===== config.mk =====
export PLATFORM = sky130hd
export DESIGN_NAME = pmca_conv_alert
export DESIGN_NICKNAME = d
export VERILOG_FILES = /design/src/pmca_pkg.sv /design/src/pmca_conv_timer.sv /design/src/pmca_conv_alert.sv
export SDC_FILE = /design/constraint.sdc
export NUM_CORES = 2
export LEC_CHECK = 0
export BUFFER_PORTS_ARGS = -buffer_cell sky130_fd_sc_hd__buf_2
export CORE_MARGIN = 2
export CORE_UTILIZATION = 60
export CTS_BUF_LIST = sky130_fd_sc_hd__clkbuf_8 sky130_fd_sc_hd__clkbuf_16
export DETAILED_ROUTE_END_ITERATION = 16
export PLACE_DENSITY = 0.77
export SLEW_MARGIN = 10
export SYNTH_ARGS = -nofsm -noshare
export SYNTH_HDL_FRONTEND = slang
export SYNTH_SLANG_ARGS = --single-unit

===== constraint.sdc =====
create_clock -name CORE_CLK -period 38.2 [get_ports CORE_CLK]
set_input_delay 3.82 -clock CORE_CLK [delete_from_list [all_inputs] [get_ports CORE_CLK]]
set_output_delay 3.82 -clock CORE_CLK [all_outputs]
set_load 0.005 [all_outputs]

===== src/pmca_pkg.sv =====
package pmca_pkg;

	//////////////////////////////////////////////////////////////////////////////
	// clock and timing
	localparam int unsigned PMCA_CLK_MHZ = 200;            // core clock rate
	localparam int unsigned PMCA_WAKE_US = 40;             // power-down recovery time
	localparam int unsigned PMCA_WAKE_CYC = PMCA_WAKE_US * PMCA_CLK_MHZ;
	typedef int unsigned pmca_ct_arr_t [8];                // one entry per conversion-time code
	localparam pmca_ct_arr_t PMCA_CT_US = '{140, 204, 332, 588, 1100, 2116, 4156, 8244};

	// conversion time in core cycles for every conversion-time code
	function automatic pmca_ct_arr_t pmca_ct_cycles();
		pmca_ct_arr_t r;
		for (int i = 0; i < 8; i++)
		begin
			r[i] = PMCA_CT_US[i] * PMCA_CLK_MHZ;
		end
		return r;
	endfunction : pmca_ct_cycles

	localparam pmca_ct_arr_t PMCA_CT_CYC = pmca_ct_cycles();

	//////////////////////////////////////////////////////////////////////////////
	// register offsets
	localparam logic [7:0] PMCA_OFS_CFG = 8'h00;
	localparam logic [7:0] PMCA_OFS_SHUNT = 8'h01;
	localparam logic [7:0] PMCA_OFS_BUS = 8'h02;
	localparam logic [7:0] PMCA_OFS_POWER = 8'h03;
	localparam logic [7:0] PMCA_OFS_CURRENT = 8'h04;
	localparam logic [7:0] PMCA_OFS_SCALE = 8'h05;
	localparam logic [7:0] PMCA_OFS_MASK = 8'h06;
	localparam logic [7:0] PMCA_OFS_LIMIT = 8'h07;

	// configuration fields
	localparam int PMCA_CFG_MODE_LSB = 0;
	localparam int PMCA_CFG_CTSH_LSB = 3;
	localparam int PMCA_CFG_CTBU_LSB = 6;
	localparam int PMCA_CFG_AVG_LSB = 9;
	localparam logic [15:0] PMCA_CFG_RST = 16'h4127;        // continuous, both channels

	// mask/enable fields
	localparam int PMCA_MSK_EN_LSB = 11;                   // five alert-function enables
	localparam int PMCA_MSK_DONE_TO_ALERT_ENABLE_BIT = 10;
	localparam int PMCA_MSK_AFF_BIT = 4;
	localparam int PMCA_MSK_CONV_DONE_FLAG_BIT = 3;
	localparam int PMCA_MSK_ALERT_LEVEL_SELECT_BIT = 1;
	localparam int PMCA_MSK_LEN_BIT = 0;

	// arithmetic constants
	localparam int PMCA_CUR_DIV = 2048;
	localparam int PMCA_POW_DIV = 20000;
	localparam int PMCA_ACC_W = 24;                        // 16 bits plus up to 128 samples

	//////////////////////////////////////////////////////////////////////////////
	// carriers
	typedef struct packed {
		logic [7:0] addr;
		logic wr;
		logic rd;
		logic [15:0] wdata;
	} pmca_req_t;

	typedef struct packed {
		logic [15:0] shunt;
		logic [15:0] bus;
	} pmca_pair_t;

	typedef enum logic [1:0] {S_OFF, S_WAKE, S_SHUNT, S_BUS} pmca_seq_t;

	typedef struct packed {
		logic [31:0] cnt;
		logic busy;
		logic done;
	} pmca_tmr_t;

endpackage : pmca_pkg


===== src/pmca_conv_timer.sv =====
// interval timer that paces recovery and every conversion
module pmca_conv_timer
	import pmca_pkg::*;
(
	input wire logic clk,
	input wire logic rstn,
	input wire logic start,
	input wire logic [31:0] load,
	output logic done
);

	pmca_tmr_t q, d;

	// load on start, count down, pulse done once the interval has run out
	always_comb
	begin
		d = q;
		d.done = 1'b0;
		if (start)
		begin
			d.cnt = load;
			d.busy = 1'b1;
		end
		else if (q.busy)
		begin
			d.cnt = q.cnt - 32'h1;
			if (q.cnt <= 32'h1)
			begin
				d.busy = 1'b0;
				d.done = 1'b1;
			end
		end
	end

	// state register
	always_ff @(posedge clk or negedge rstn)
	begin
		if (!rstn)
			q <= '0;
		else
			q <= d;
	end

	assign done = q.done;

endmodule : pmca_conv_timer


===== src/pmca_conv_alert.sv =====
// Summary of operation
// wait 40 us recovery after power-down
// registers stay accessible in power-down
// no conversions until active mode written
// ready flag set after conversions, averaging, math
// configuration write clears ready flag unless power-down
// mask/enable read clears ready flag
// separate shunt and bus conversion times
// current from calibration; zero if uncalibrated
// power from previous current, new bus
// accumulate samples, outputs untouched meanwhile
// load averaged results together at completion
// arithmetic overlaps next conversion, no added time
// one threshold shared by five functions
// alert asserts on threshold violation
// highest enabled function wins
// ready flag may also drive alert
// without ready enable, only limit alerts
// shunt functions compare after each shunt conversion
// bus functions compare after each bus conversion
// power over compares after each bus conversion
// polarity bit sets alert active level
// latched alert held until config write or mask read
// unlatched alert follows latest comparison
// each triggered write runs one sequence
// mode 111 continuous, 001/010/011 single-shot
// current = shunt * scale / 2048
// power = current * bus / 20000
module pmca_conv_alert
	import pmca_pkg::*;
#(
	parameter int unsigned WAKE_CYC = PMCA_WAKE_CYC,       // recovery length in cycles
	parameter pmca_ct_arr_t CT_CYC = PMCA_CT_CYC           // conversion lengths in cycles
)
(
	input wire logic CORE_CLK,
	input wire logic RSTN,
	input wire pmca_req_t REG_REQ,
	output logic [15:0] REG_RDATA,
	output logic REG_RVALID,
	input wire pmca_pair_t ADC_DATA,
	output logic ADC_POWER,
	output logic ADC_SHUNT_SEL,
	output logic ADC_BUS_SEL,
	output pmca_pair_t AVG_RESULT,
	output logic ALERT_O,
	output logic ALERT_OEN
);

	//////////////////////////////////////////////////////////////////////////////
	// elaboration checks: intervals of at least one cycle; the timer would run a zero interval as one cycle
	if (WAKE_CYC < 1)
	begin : g_wake_chk
		$error("recovery length must be at least one cycle");
	end
	for (genvar g = 0; g < 8; g++)
	begin : g_ct_chk
		if (CT_CYC[g] < 1)
		begin : g_bad
			$error("conversion length must be at least one cycle");
		end
	end

	//////////////////////////////////////////////////////////////////////////////
	// whole module state
	typedef struct packed {
		pmca_seq_t st;                    // sequencer state
		logic kick;                       // start the reset-time mode once
		logic powered;                    // front end out of power-down
		logic [15:0] cfg;                 // configuration
		logic [15:0] scale;               // current scale
		logic [4:0] fn_en;                // alert-function enables, bit 4 highest
		logic done_to_alert_enable;                       // ready flag drives alert
		logic alert_level_select;                       // alert level select
		logic len;                        // alert latch enable
		logic [15:0] limit;               // alert threshold
		logic conv_done_flag;                       // conversion done flag
		logic aff;                        // limit hit flag
		logic [15:0] shunt_res;           // averaged shunt
		logic [15:0] bus_res;             // averaged bus
		logic [15:0] cur_res;             // averaged current
		logic [15:0] pow_res;             // averaged power
		logic signed [PMCA_ACC_W-1:0] acc_sh;
		logic signed [PMCA_ACC_W-1:0] acc_bu;
		logic signed [PMCA_ACC_W-1:0] acc_cu;
		logic signed [PMCA_ACC_W-1:0] acc_pw;
		logic [7:0] cnv_n;                // sample sets converted
		logic [7:0] calc_n;               // sample sets calculated
		logic [15:0] last_cur;            // most recent current sample
		logic [15:0] samp_sh;             // shunt sample awaiting math
		logic [15:0] samp_bu;             // bus sample awaiting math
		logic p_sh;                       // shunt math pending
		logic p_bu;                       // bus math pending
		logic [15:0] rdata;
		logic rvalid;
		logic alert_oen;
	} pmca_st_t;

	pmca_st_t q, d;
	logic tmr_start;                      // start the interval timer
	logic [31:0] tmr_load;                // interval length
	logic tmr_done;                       // interval ended

	//////////////////////////////////////////////////////////////////////////////
	// helpers

	// divide an accumulated sum by the averaging count
	function automatic logic [15:0] pmca_avg(input logic signed [PMCA_ACC_W-1:0] a,
		input logic [2:0] code);
		logic signed [PMCA_ACC_W-1:0] s;
		s = a >>> code;
		return s[15:0];
	endfunction : pmca_avg

	// averaging count for a code, one to 128, a power of two so the divide is a shift
	function automatic logic [7:0] pmca_navg(input logic [2:0] code);
		return 8'h01 << code;
	endfunction : pmca_navg

	//////////////////////////////////////////////////////////////////////////////
	// interval timer shared by recovery and both conversions
	pmca_conv_timer u_timer (
		.clk(CORE_CLK),
		.rstn(RSTN),
		.start(tmr_start),
		.load(tmr_load),
		.done(tmr_done)
	);

	//////////////////////////////////////////////////////////////////////////////
	// next-state logic
	always_comb
	begin
		logic [2:0] mode;
		logic [2:0] acode;
		logic [7:0] navg;
		logic wr_cfg;
		logic rd_mask;
		logic clr_conv_done_flag;
		logic set_conv_done_flag;
		logic hit_clr;
		logic restart;
		logic next_set;
		logic set_done;
		logic cmp_valid;
		logic cmp_hit;
		logic signed [15:0] sh;
		logic signed [15:0] lim;
		logic signed [32:0] cprod;
		logic signed [32:0] cquot;
		logic [15:0] cur;
		logic [15:0] cur_mag;
		logic [31:0] pprod;
		logic [31:0] pquot;
		logic [15:0] pw;
		logic asserted;

		d = q;
		mode = q.cfg[PMCA_CFG_MODE_LSB +: 3];
		acode = q.cfg[PMCA_CFG_AVG_LSB +: 3];
		navg = pmca_navg(acode);
		tmr_start = 1'b0;
		tmr_load = 32'h0;
		d.rvalid = 1'b0;
		d.kick = 1'b0;
		wr_cfg = REG_REQ.wr && (REG_REQ.addr == PMCA_OFS_CFG);
		rd_mask = REG_REQ.rd && (REG_REQ.addr == PMCA_OFS_MASK);
		set_conv_done_flag = 1'b0;
		next_set = 1'b0;
		cmp_valid = 1'b0;
		cmp_hit = 1'b0;
		lim = $signed(q.limit);
		sh = $signed(q.samp_sh);
		cur = 16'h0;
		pw = 16'h0;
		cprod = '0;
		cquot = '0;
		cur_mag = '0;
		pprod = '0;
		pquot = '0;

		// register reads work in every state, power-down included
		if (REG_REQ.rd)
		begin
			d.rvalid = 1'b1;
			case (REG_REQ.addr)
				PMCA_OFS_CFG: d.rdata = q.cfg;
				PMCA_OFS_SHUNT: d.rdata = q.shunt_res;
				PMCA_OFS_BUS: d.rdata = q.bus_res;
				PMCA_OFS_POWER: d.rdata = q.pow_res;
				PMCA_OFS_CURRENT: d.rdata = q.cur_res;
				PMCA_OFS_SCALE: d.rdata = q.scale;
				PMCA_OFS_MASK: d.rdata = {q.fn_en, q.done_to_alert_enable, 5'h00, q.aff, q.conv_done_flag, 1'b0, q.alert_level_select,
					q.len};
				PMCA_OFS_LIMIT: d.rdata = q.limit;
				default: d.rdata = 16'h0000;
			endcase
		end

		// register writes, also accepted while powered down
		if (REG_REQ.wr)
		begin
			case (REG_REQ.addr)
				PMCA_OFS_CFG: d.cfg = REG_REQ.wdata;
				PMCA_OFS_SCALE: d.scale = REG_REQ.wdata;
				PMCA_OFS_MASK:
				begin
					d.fn_en = REG_REQ.wdata[PMCA_MSK_EN_LSB +: 5];
					d.done_to_alert_enable = REG_REQ.wdata[PMCA_MSK_DONE_TO_ALERT_ENABLE_BIT];
					d.alert_level_select = REG_REQ.wdata[PMCA_MSK_ALERT_LEVEL_SELECT_BIT];
					d.len = REG_REQ.wdata[PMCA_MSK_LEN_BIT];
				end
				PMCA_OFS_LIMIT: d.limit = REG_REQ.wdata;  // one threshold for all functions
				default: ;                                 // read-only or unmapped: ignored
			endcase
		end

		// ready flag clears: config write except power-down, mask read
		clr_conv_done_flag = rd_mask || (wr_cfg && (REG_REQ.wdata[PMCA_CFG_MODE_LSB +: 2] != 2'b00));
		// latched hit flag clears on config write or mask read
		hit_clr = rd_mask || wr_cfg;

		////////////////////////////////////////////////////////////////////////////
		// shunt math runs while the bus conversion already counts
		if (q.p_sh)
		begin
			d.p_sh = 1'b0;
			cprod = $signed({sh[15], sh}) * $signed({1'b0, q.scale});
			cquot = cprod / PMCA_CUR_DIV;
			cur = (q.scale == 16'h0000) ? 16'h0000 : cquot[15:0];
			d.last_cur = cur;
			d.acc_sh = q.acc_sh + PMCA_ACC_W'(sh);
			d.acc_cu = q.acc_cu + PMCA_ACC_W'($signed(cur));
			// shunt functions watch every shunt sample
			if (q.fn_en[4])
			begin
				cmp_valid = 1'b1;
				cmp_hit = sh > lim;                          // shunt over
			end
			else if (q.fn_en[3])                             // lower priority
			begin
				cmp_valid = 1'b1;
				cmp_hit = sh < lim;                          // shunt under
			end
			if (!mode[1])
				next_set = 1'b1;
		end

		// bus and power math, power from the previous current
		if (q.p_bu)
		begin
			d.p_bu = 1'b0;
			cur_mag = q.last_cur[15] ? (16'h0000 - q.last_cur) : q.last_cur;
			pprod = cur_mag * q.samp_bu;
			pquot = pprod / PMCA_POW_DIV;
			pw = (q.scale == 16'h0000) ? 16'h0000 : pquot[15:0];
			d.acc_bu = q.acc_bu + PMCA_ACC_W'({1'b0, q.samp_bu});
			d.acc_pw = q.acc_pw + PMCA_ACC_W'({1'b0, pw});
			// bus functions and power over watch every bus sample
			if (q.fn_en[4:3] == 2'b00)
			begin
				if (q.fn_en[2])
				begin
					cmp_valid = 1'b1;
					cmp_hit = q.samp_bu > q.limit;           // bus over
				end
				else if (q.fn_en[1])
				begin
					cmp_valid = 1'b1;
					cmp_hit = q.samp_bu < q.limit;           // bus under
				end
				else if (q.fn_en[0])
				begin
					cmp_valid = 1'b1;
					cmp_hit = pw > q.limit;                  // power over
				end
			end
			next_set = 1'b1;
		end

		// each calculated sample set is counted; the last one of the average loads the results of the converted channels at once
		set_done = 1'b0;
		if (next_set)
		begin
			d.calc_n = q.calc_n + 8'h01;
			if (d.calc_n == navg)
			begin
				set_done = 1'b1;
				d.calc_n = 8'h00;
				if (mode[0])
				begin
					d.shunt_res = pmca_avg(d.acc_sh, acode);
					d.cur_res = pmca_avg(d.acc_cu, acode);
				end
				if (mode[1])
				begin
					d.bus_res = pmca_avg(d.acc_bu, acode);
					d.pow_res = pmca_avg(d.acc_pw, acode);
				end
				d.acc_sh = '0;
				d.acc_bu = '0;
				d.acc_cu = '0;
				d.acc_pw = '0;
				set_conv_done_flag = 1'b1;                             // math is done here
			end
		end

		////////////////////////////////////////////////////////////////////////////
		// conversion sequencer
		restart = wr_cfg || q.kick;
		if (restart)
		begin
			// any configuration write restarts, so each trigger runs once
			mode = d.cfg[PMCA_CFG_MODE_LSB +: 3];
			d.cnv_n = 8'h00;
			d.calc_n = 8'h00;
			d.p_sh = 1'b0;
			d.p_bu = 1'b0;
			d.acc_sh = '0;
			d.acc_bu = '0;
			d.acc_cu = '0;
			d.acc_pw = '0;
			if (mode[1:0] == 2'b00)
			begin
				// power-down: no conversions until an active mode
				d.st = S_OFF;
				d.powered = 1'b0;
			end
			else if (!q.powered)
			begin
				// leaving power-down, wait out the recovery
				d.st = S_WAKE;
				d.powered = 1'b1;
				tmr_start = 1'b1;
				tmr_load = WAKE_CYC;
			end
			else
			begin
				d.st = mode[0] ? S_SHUNT : S_BUS;            // single-shot or continuous
				tmr_start = 1'b1;
				tmr_load = mode[0] ? CT_CYC[d.cfg[PMCA_CFG_CTSH_LSB +: 3]]
					: CT_CYC[d.cfg[PMCA_CFG_CTBU_LSB +: 3]];
			end
		end
		else if (tmr_done)
		begin
			case (q.st)
				S_WAKE:
				begin
					d.st = mode[0] ? S_SHUNT : S_BUS;
					tmr_start = 1'b1;
					tmr_load = mode[0] ? CT_CYC[q.cfg[PMCA_CFG_CTSH_LSB +: 3]]
						: CT_CYC[q.cfg[PMCA_CFG_CTBU_LSB +: 3]];
				end
				S_SHUNT, S_BUS:
				begin
					if (q.st == S_SHUNT)
					begin
						d.samp_sh = ADC_DATA.shunt;
						d.p_sh = 1'b1;
					end
					else
					begin
						d.samp_bu = ADC_DATA.bus;
						d.p_bu = 1'b1;
					end
					if ((q.st == S_SHUNT) && mode[1])
					begin
						// shunt then bus, each with its own time
						d.st = S_BUS;
						tmr_start = 1'b1;
						tmr_load = CT_CYC[q.cfg[PMCA_CFG_CTBU_LSB +: 3]];
					end
					else if ((q.cnv_n + 8'h01 == navg) && !mode[2])
					begin
						// single-shot finished, front end stays powered
						d.cnv_n = 8'h00;
						d.st = S_OFF;
					end
					else
					begin
						d.cnv_n = (q.cnv_n + 8'h01 == navg) ? 8'h00 : q.cnv_n + 8'h01;
						d.st = mode[0] ? S_SHUNT : S_BUS;
						tmr_start = 1'b1;
						tmr_load = mode[0] ? CT_CYC[q.cfg[PMCA_CFG_CTSH_LSB +: 3]]
							: CT_CYC[q.cfg[PMCA_CFG_CTBU_LSB +: 3]];
					end
				end
				default: ;                                   // idle: stray done ignored
			endcase
		end

		////////////////////////////////////////////////////////////////////////////
		// flags: a set in the same cycle as a clear wins
		d.conv_done_flag = (q.conv_done_flag && !clr_conv_done_flag) || set_conv_done_flag;
		if (q.len)
		begin
			d.aff = (q.aff && !hit_clr) || (cmp_valid && cmp_hit);
		end
		else if (cmp_valid)
		begin
			d.aff = cmp_hit;                                 // follow latest result
		end

		// alert pin: limit hit, plus ready flag when enabled
		asserted = d.aff || (d.done_to_alert_enable && d.conv_done_flag);
		// level select: clear means active low, set means active high
		d.alert_oen = d.alert_level_select ? asserted : !asserted;
	end

	//////////////////////////////////////////////////////////////////////////////
	// state register, reset into the default continuous configuration
	always_ff @(posedge CORE_CLK or negedge RSTN)
	begin
		if (!RSTN)
		begin
			q <= '0;
			q.st <= S_OFF;
			q.kick <= 1'b1;
			q.cfg <= PMCA_CFG_RST;
			q.alert_oen <= 1'b1;
		end
		else
		begin
			q <= d;
		end
	end

	//////////////////////////////////////////////////////////////////////////////
	// outputs
	assign REG_RDATA = q.rdata;
	assign REG_RVALID = q.rvalid;
	assign ADC_POWER = q.powered;
	assign ADC_SHUNT_SEL = (q.st == S_SHUNT);
	assign ADC_BUS_SEL = (q.st == S_BUS);
	assign AVG_RESULT.shunt = q.shunt_res;
	assign AVG_RESULT.bus = q.bus_res;
	// open drain: only ever pulls low, the enable decides
	assign ALERT_O = 1'b0;
	assign ALERT_OEN = q.alert_oen;

endmodule : pmca_conv_alert


==> flow_summary.ini <==
[clocking]
clk_pin_slew_ps = 70
postCtsSetupBuffers = 0
cts_tree = built
cts_buffer_depth = 3
htree_levels = 2
clock-sinks = 336
hold_buffers = 0
cts_root_buffer = clkbuf_16
cts_made_buffers = 39
insertion_delay_ps = 590
cts.repair.resized = 0

[synthesis]
synthCells = 5434
synth_area_per_cell_sq_um = 8.59
yosys.area.top_type = dfrtp_1
synthFlopType = dfrtp_1
yosysMostFrequentCell = nand2_1
yosysWarnings = 0
ys_ff_latch = 336
yosys-top-cells-area = dfrtp_1 (18%), fa_1 (17%), ha_1 (10%)
synth.distinct_cells = 125
synth_edf_count = 0
synth_common_cells = nand2_1 (585), inv_1 (565), nor2_1 (417)
ys_async_sr_fraction_pct = 100
netlist_area_sq_mm = 0.0467
synth-seq-area-share_pct = 18.0
yosys.area.top_type_share_pct = 17.6

[sta]
maxSlewViolCount = 0
hold-worst-slack_ps = 502
slew_headroom_pct = 22.0
setup_viol = 0
max_freq_ghz = 0.0319
worst_clock_skew_ps = 28.7
fin_crit_ps = 31310
rsz0062_at_grt = no
tightest_slew_ps = 1170
hold_violations = 0
fin_tns_setup_ps = 0
min_period_over_period_pct = 82.0

[worst_setup_path]
path_common_cell = a21oi_1
path_class = reg -> reg
cp_max_fo = 19
crit_required_ps = 38690
crit_slowest_cell = dfrtp_1
arrival_ps = 31800
startpoint_type = flip-flop
cpPeakStageDelay_ps = 760
end_kind = flip-flop

[layout]
drive_above_1_share_pct = 9.74
fin_cells = 6443
final_area_sq_mm = 0.0492
syn_to_final_growth_pct = 5.44
fin_nets = 6205

[power]
p_int_uw = 675
p_switching_uw = 306
clkPwrFrac_pct = 41.1
p_per_area_mw_per_mm2 = 19.9
seq_power_share_pct = 41.1
swShare_pct = 31.2
leakagePower_nw = 23.6
combPwrFrac_pct = 17.7
peakVddDrop_mv = 0.0358

[drt]
first_iter_violations = 3499
drc_errors = 0
routed_via_density = 6.22
vias = 40100
first_pass_iters = 8
ant_nets = 0
wl_per_cell_um = 21.6
drt-total-wl_um = 139000

[global_route]
grt_overflow = 0
grt_pass1_vias = 40400
grt_max_degree = 172
grt_usage_pct = 34.7
grt_first_pass_wirelength_um = 222000
grtUsageMet1_pct = 46.3
gr-usage-met2_pct = 55.8
grtUsageMet3_pct = 4.85
top_usage_layer = met2
antenna_found_initial = 3

[placement]
dp_hpwl_um = 106000
numPortBuffers = 112
placed_area_sq_mm = 0.0479
dp_cells = 6369
place_congestion = 0.975

[die]
pin_count = 114
coreArea_sq_mm = 0.0772
die_h_um = 283
die_area_sq_mm = 0.0800
num_rows = 102
die_w_um = 283
start_util_pct = 60.4

[min_path]
hold_path_class = reg -> reg

[outcome]
outcome = finished, final reports clean

[flow_run]
drv_cap = 0
## critical path: cells and delay by family (launching register included)
kind | cells | cell delay [ps]
compound gates | 50 | 12530
simple gates | 27 | 6730
fa+ha+maj | 11 | 4860
xor+xnor | 11 | 3650
mux | 7 | 2340
flops | 1 | 760
buf+inv | 4 | 280
## power by group through the flow
stage,Combinational (mW),Clock [mW],Sequential [mW]
after floorplan,0.123,0,0.398
after global placement,0.166,0,0.408
after detailed placement,0.171,0,0.408
after CTS,0.172,0.407,0.402
after global routing,0.192,0.419,0.406
final,0.174,0.403,0.403
## cells by family (layout without fill, tap and decap cells)
| logic type | after synthesis | after routing | synth area share [%] |
|---|---|---|---|
| compound gates | 1113 | 1113 | 16.2 |
| xor+xnor | 292 | 292 | 5.62 |
| fa+ha+maj | 780 | 780 | 27.2 |
| buf+inv | 860 | 826 | 7.42 |
| flops | 336 | 336 | 18.0 |
| mux | 347 | 347 | 8.12 |
| other cells | 1 | 4 | 0.00803 |
| simple gates | 1705 | 1705 | 17.4 |
## stage by stage
stage	utilization, %	worst slack (ps)	total power [mW]
floorplan	-	11280	0.522
global placement	62.0	7710	0.574
detailed placement	62.0	7080	0.579
CTS	63.7	6970	0.982
global route	63.7	4300	1.02
finish	63.7	6890	0.980
## routing by layer
| layer | up-vias | wire [um] |
|---|---|---|
| li1 | 18300 | - |
| met1 | 19600 | 56500 |
| met2 | 1735 | 63400 |
| met3 | 399 | 11300 |
| met4 | 2 | 7780 |
| met5 | - | 13 |
## cells in the final DEF (no fill, tap or decap), drive strengths merged, types with 43 or more instances in the layout
cell type / synthesis / layout
a21oi: 280 / 280
mux2i: 193 / 193
fa: 392 / 392
a21o: 55 / 55
xor2: 78 / 78
dfrtp: 328 / 328
o21ai: 274 / 274
nand2: 586 / 586
nor2b: 43 / 43
buf: 96 / 184
nor2: 418 / 418
a31oi: 45 / 45
nand3: 68 / 68
o21bai: 70 / 70
nor3: 87 / 87
ha: 383 / 383
a211oi: 46 / 46
mux2: 143 / 143
nand2b: 55 / 55
xnor2: 214 / 214
and2: 264 / 264
inv: 567 / 580
## registers in the layout (all words and copies together), names as in the netlist
register,cells
REG_RVALID,1
q,251
AVG_RESULT,32
u_timer.done,1
REG_RDATA,16
ADC_POWER,1
ALERT_OEN,1
u_timer.q,33
## path summary, 6_finish.rpt
check                              startpoint                   endpoint  slack (ps)  depth (start not counted)
max reg2reg                 q[52]$_DFFE_PN0P_         q[192]$_DFFE_PN0P_        6890                        110
min in group asynchronous                RSTN  u_timer.q[10]$_DFFE_PN0P_        3250                          1
min                        q[201]$_DFFE_PN0P_         q[201]$_DFFE_PN0P_         500                          2
max                         q[52]$_DFFE_PN0P_         q[192]$_DFFE_PN0P_        6890                        110
max in group asynchronous                RSTN            q[19]$_DFF_PN0_       33350                          2
min reg2reg                q[201]$_DFFE_PN0P_         q[201]$_DFFE_PN0P_         500                          2
## cell type report
cell class | count | area [sq um]
sequential | 336 | 8430
multi-input combinational | 4239 | 34900
timing repair buffer | 184 | 1120
fill | 6524 | 28000
clock buffer | 42 | 1020
clock inverter | 30 | 333
tap | 1040 | 1300
antenna | 2 | 5.00
inverter | 570 | 2140
(Power assumes the default switching activity.)
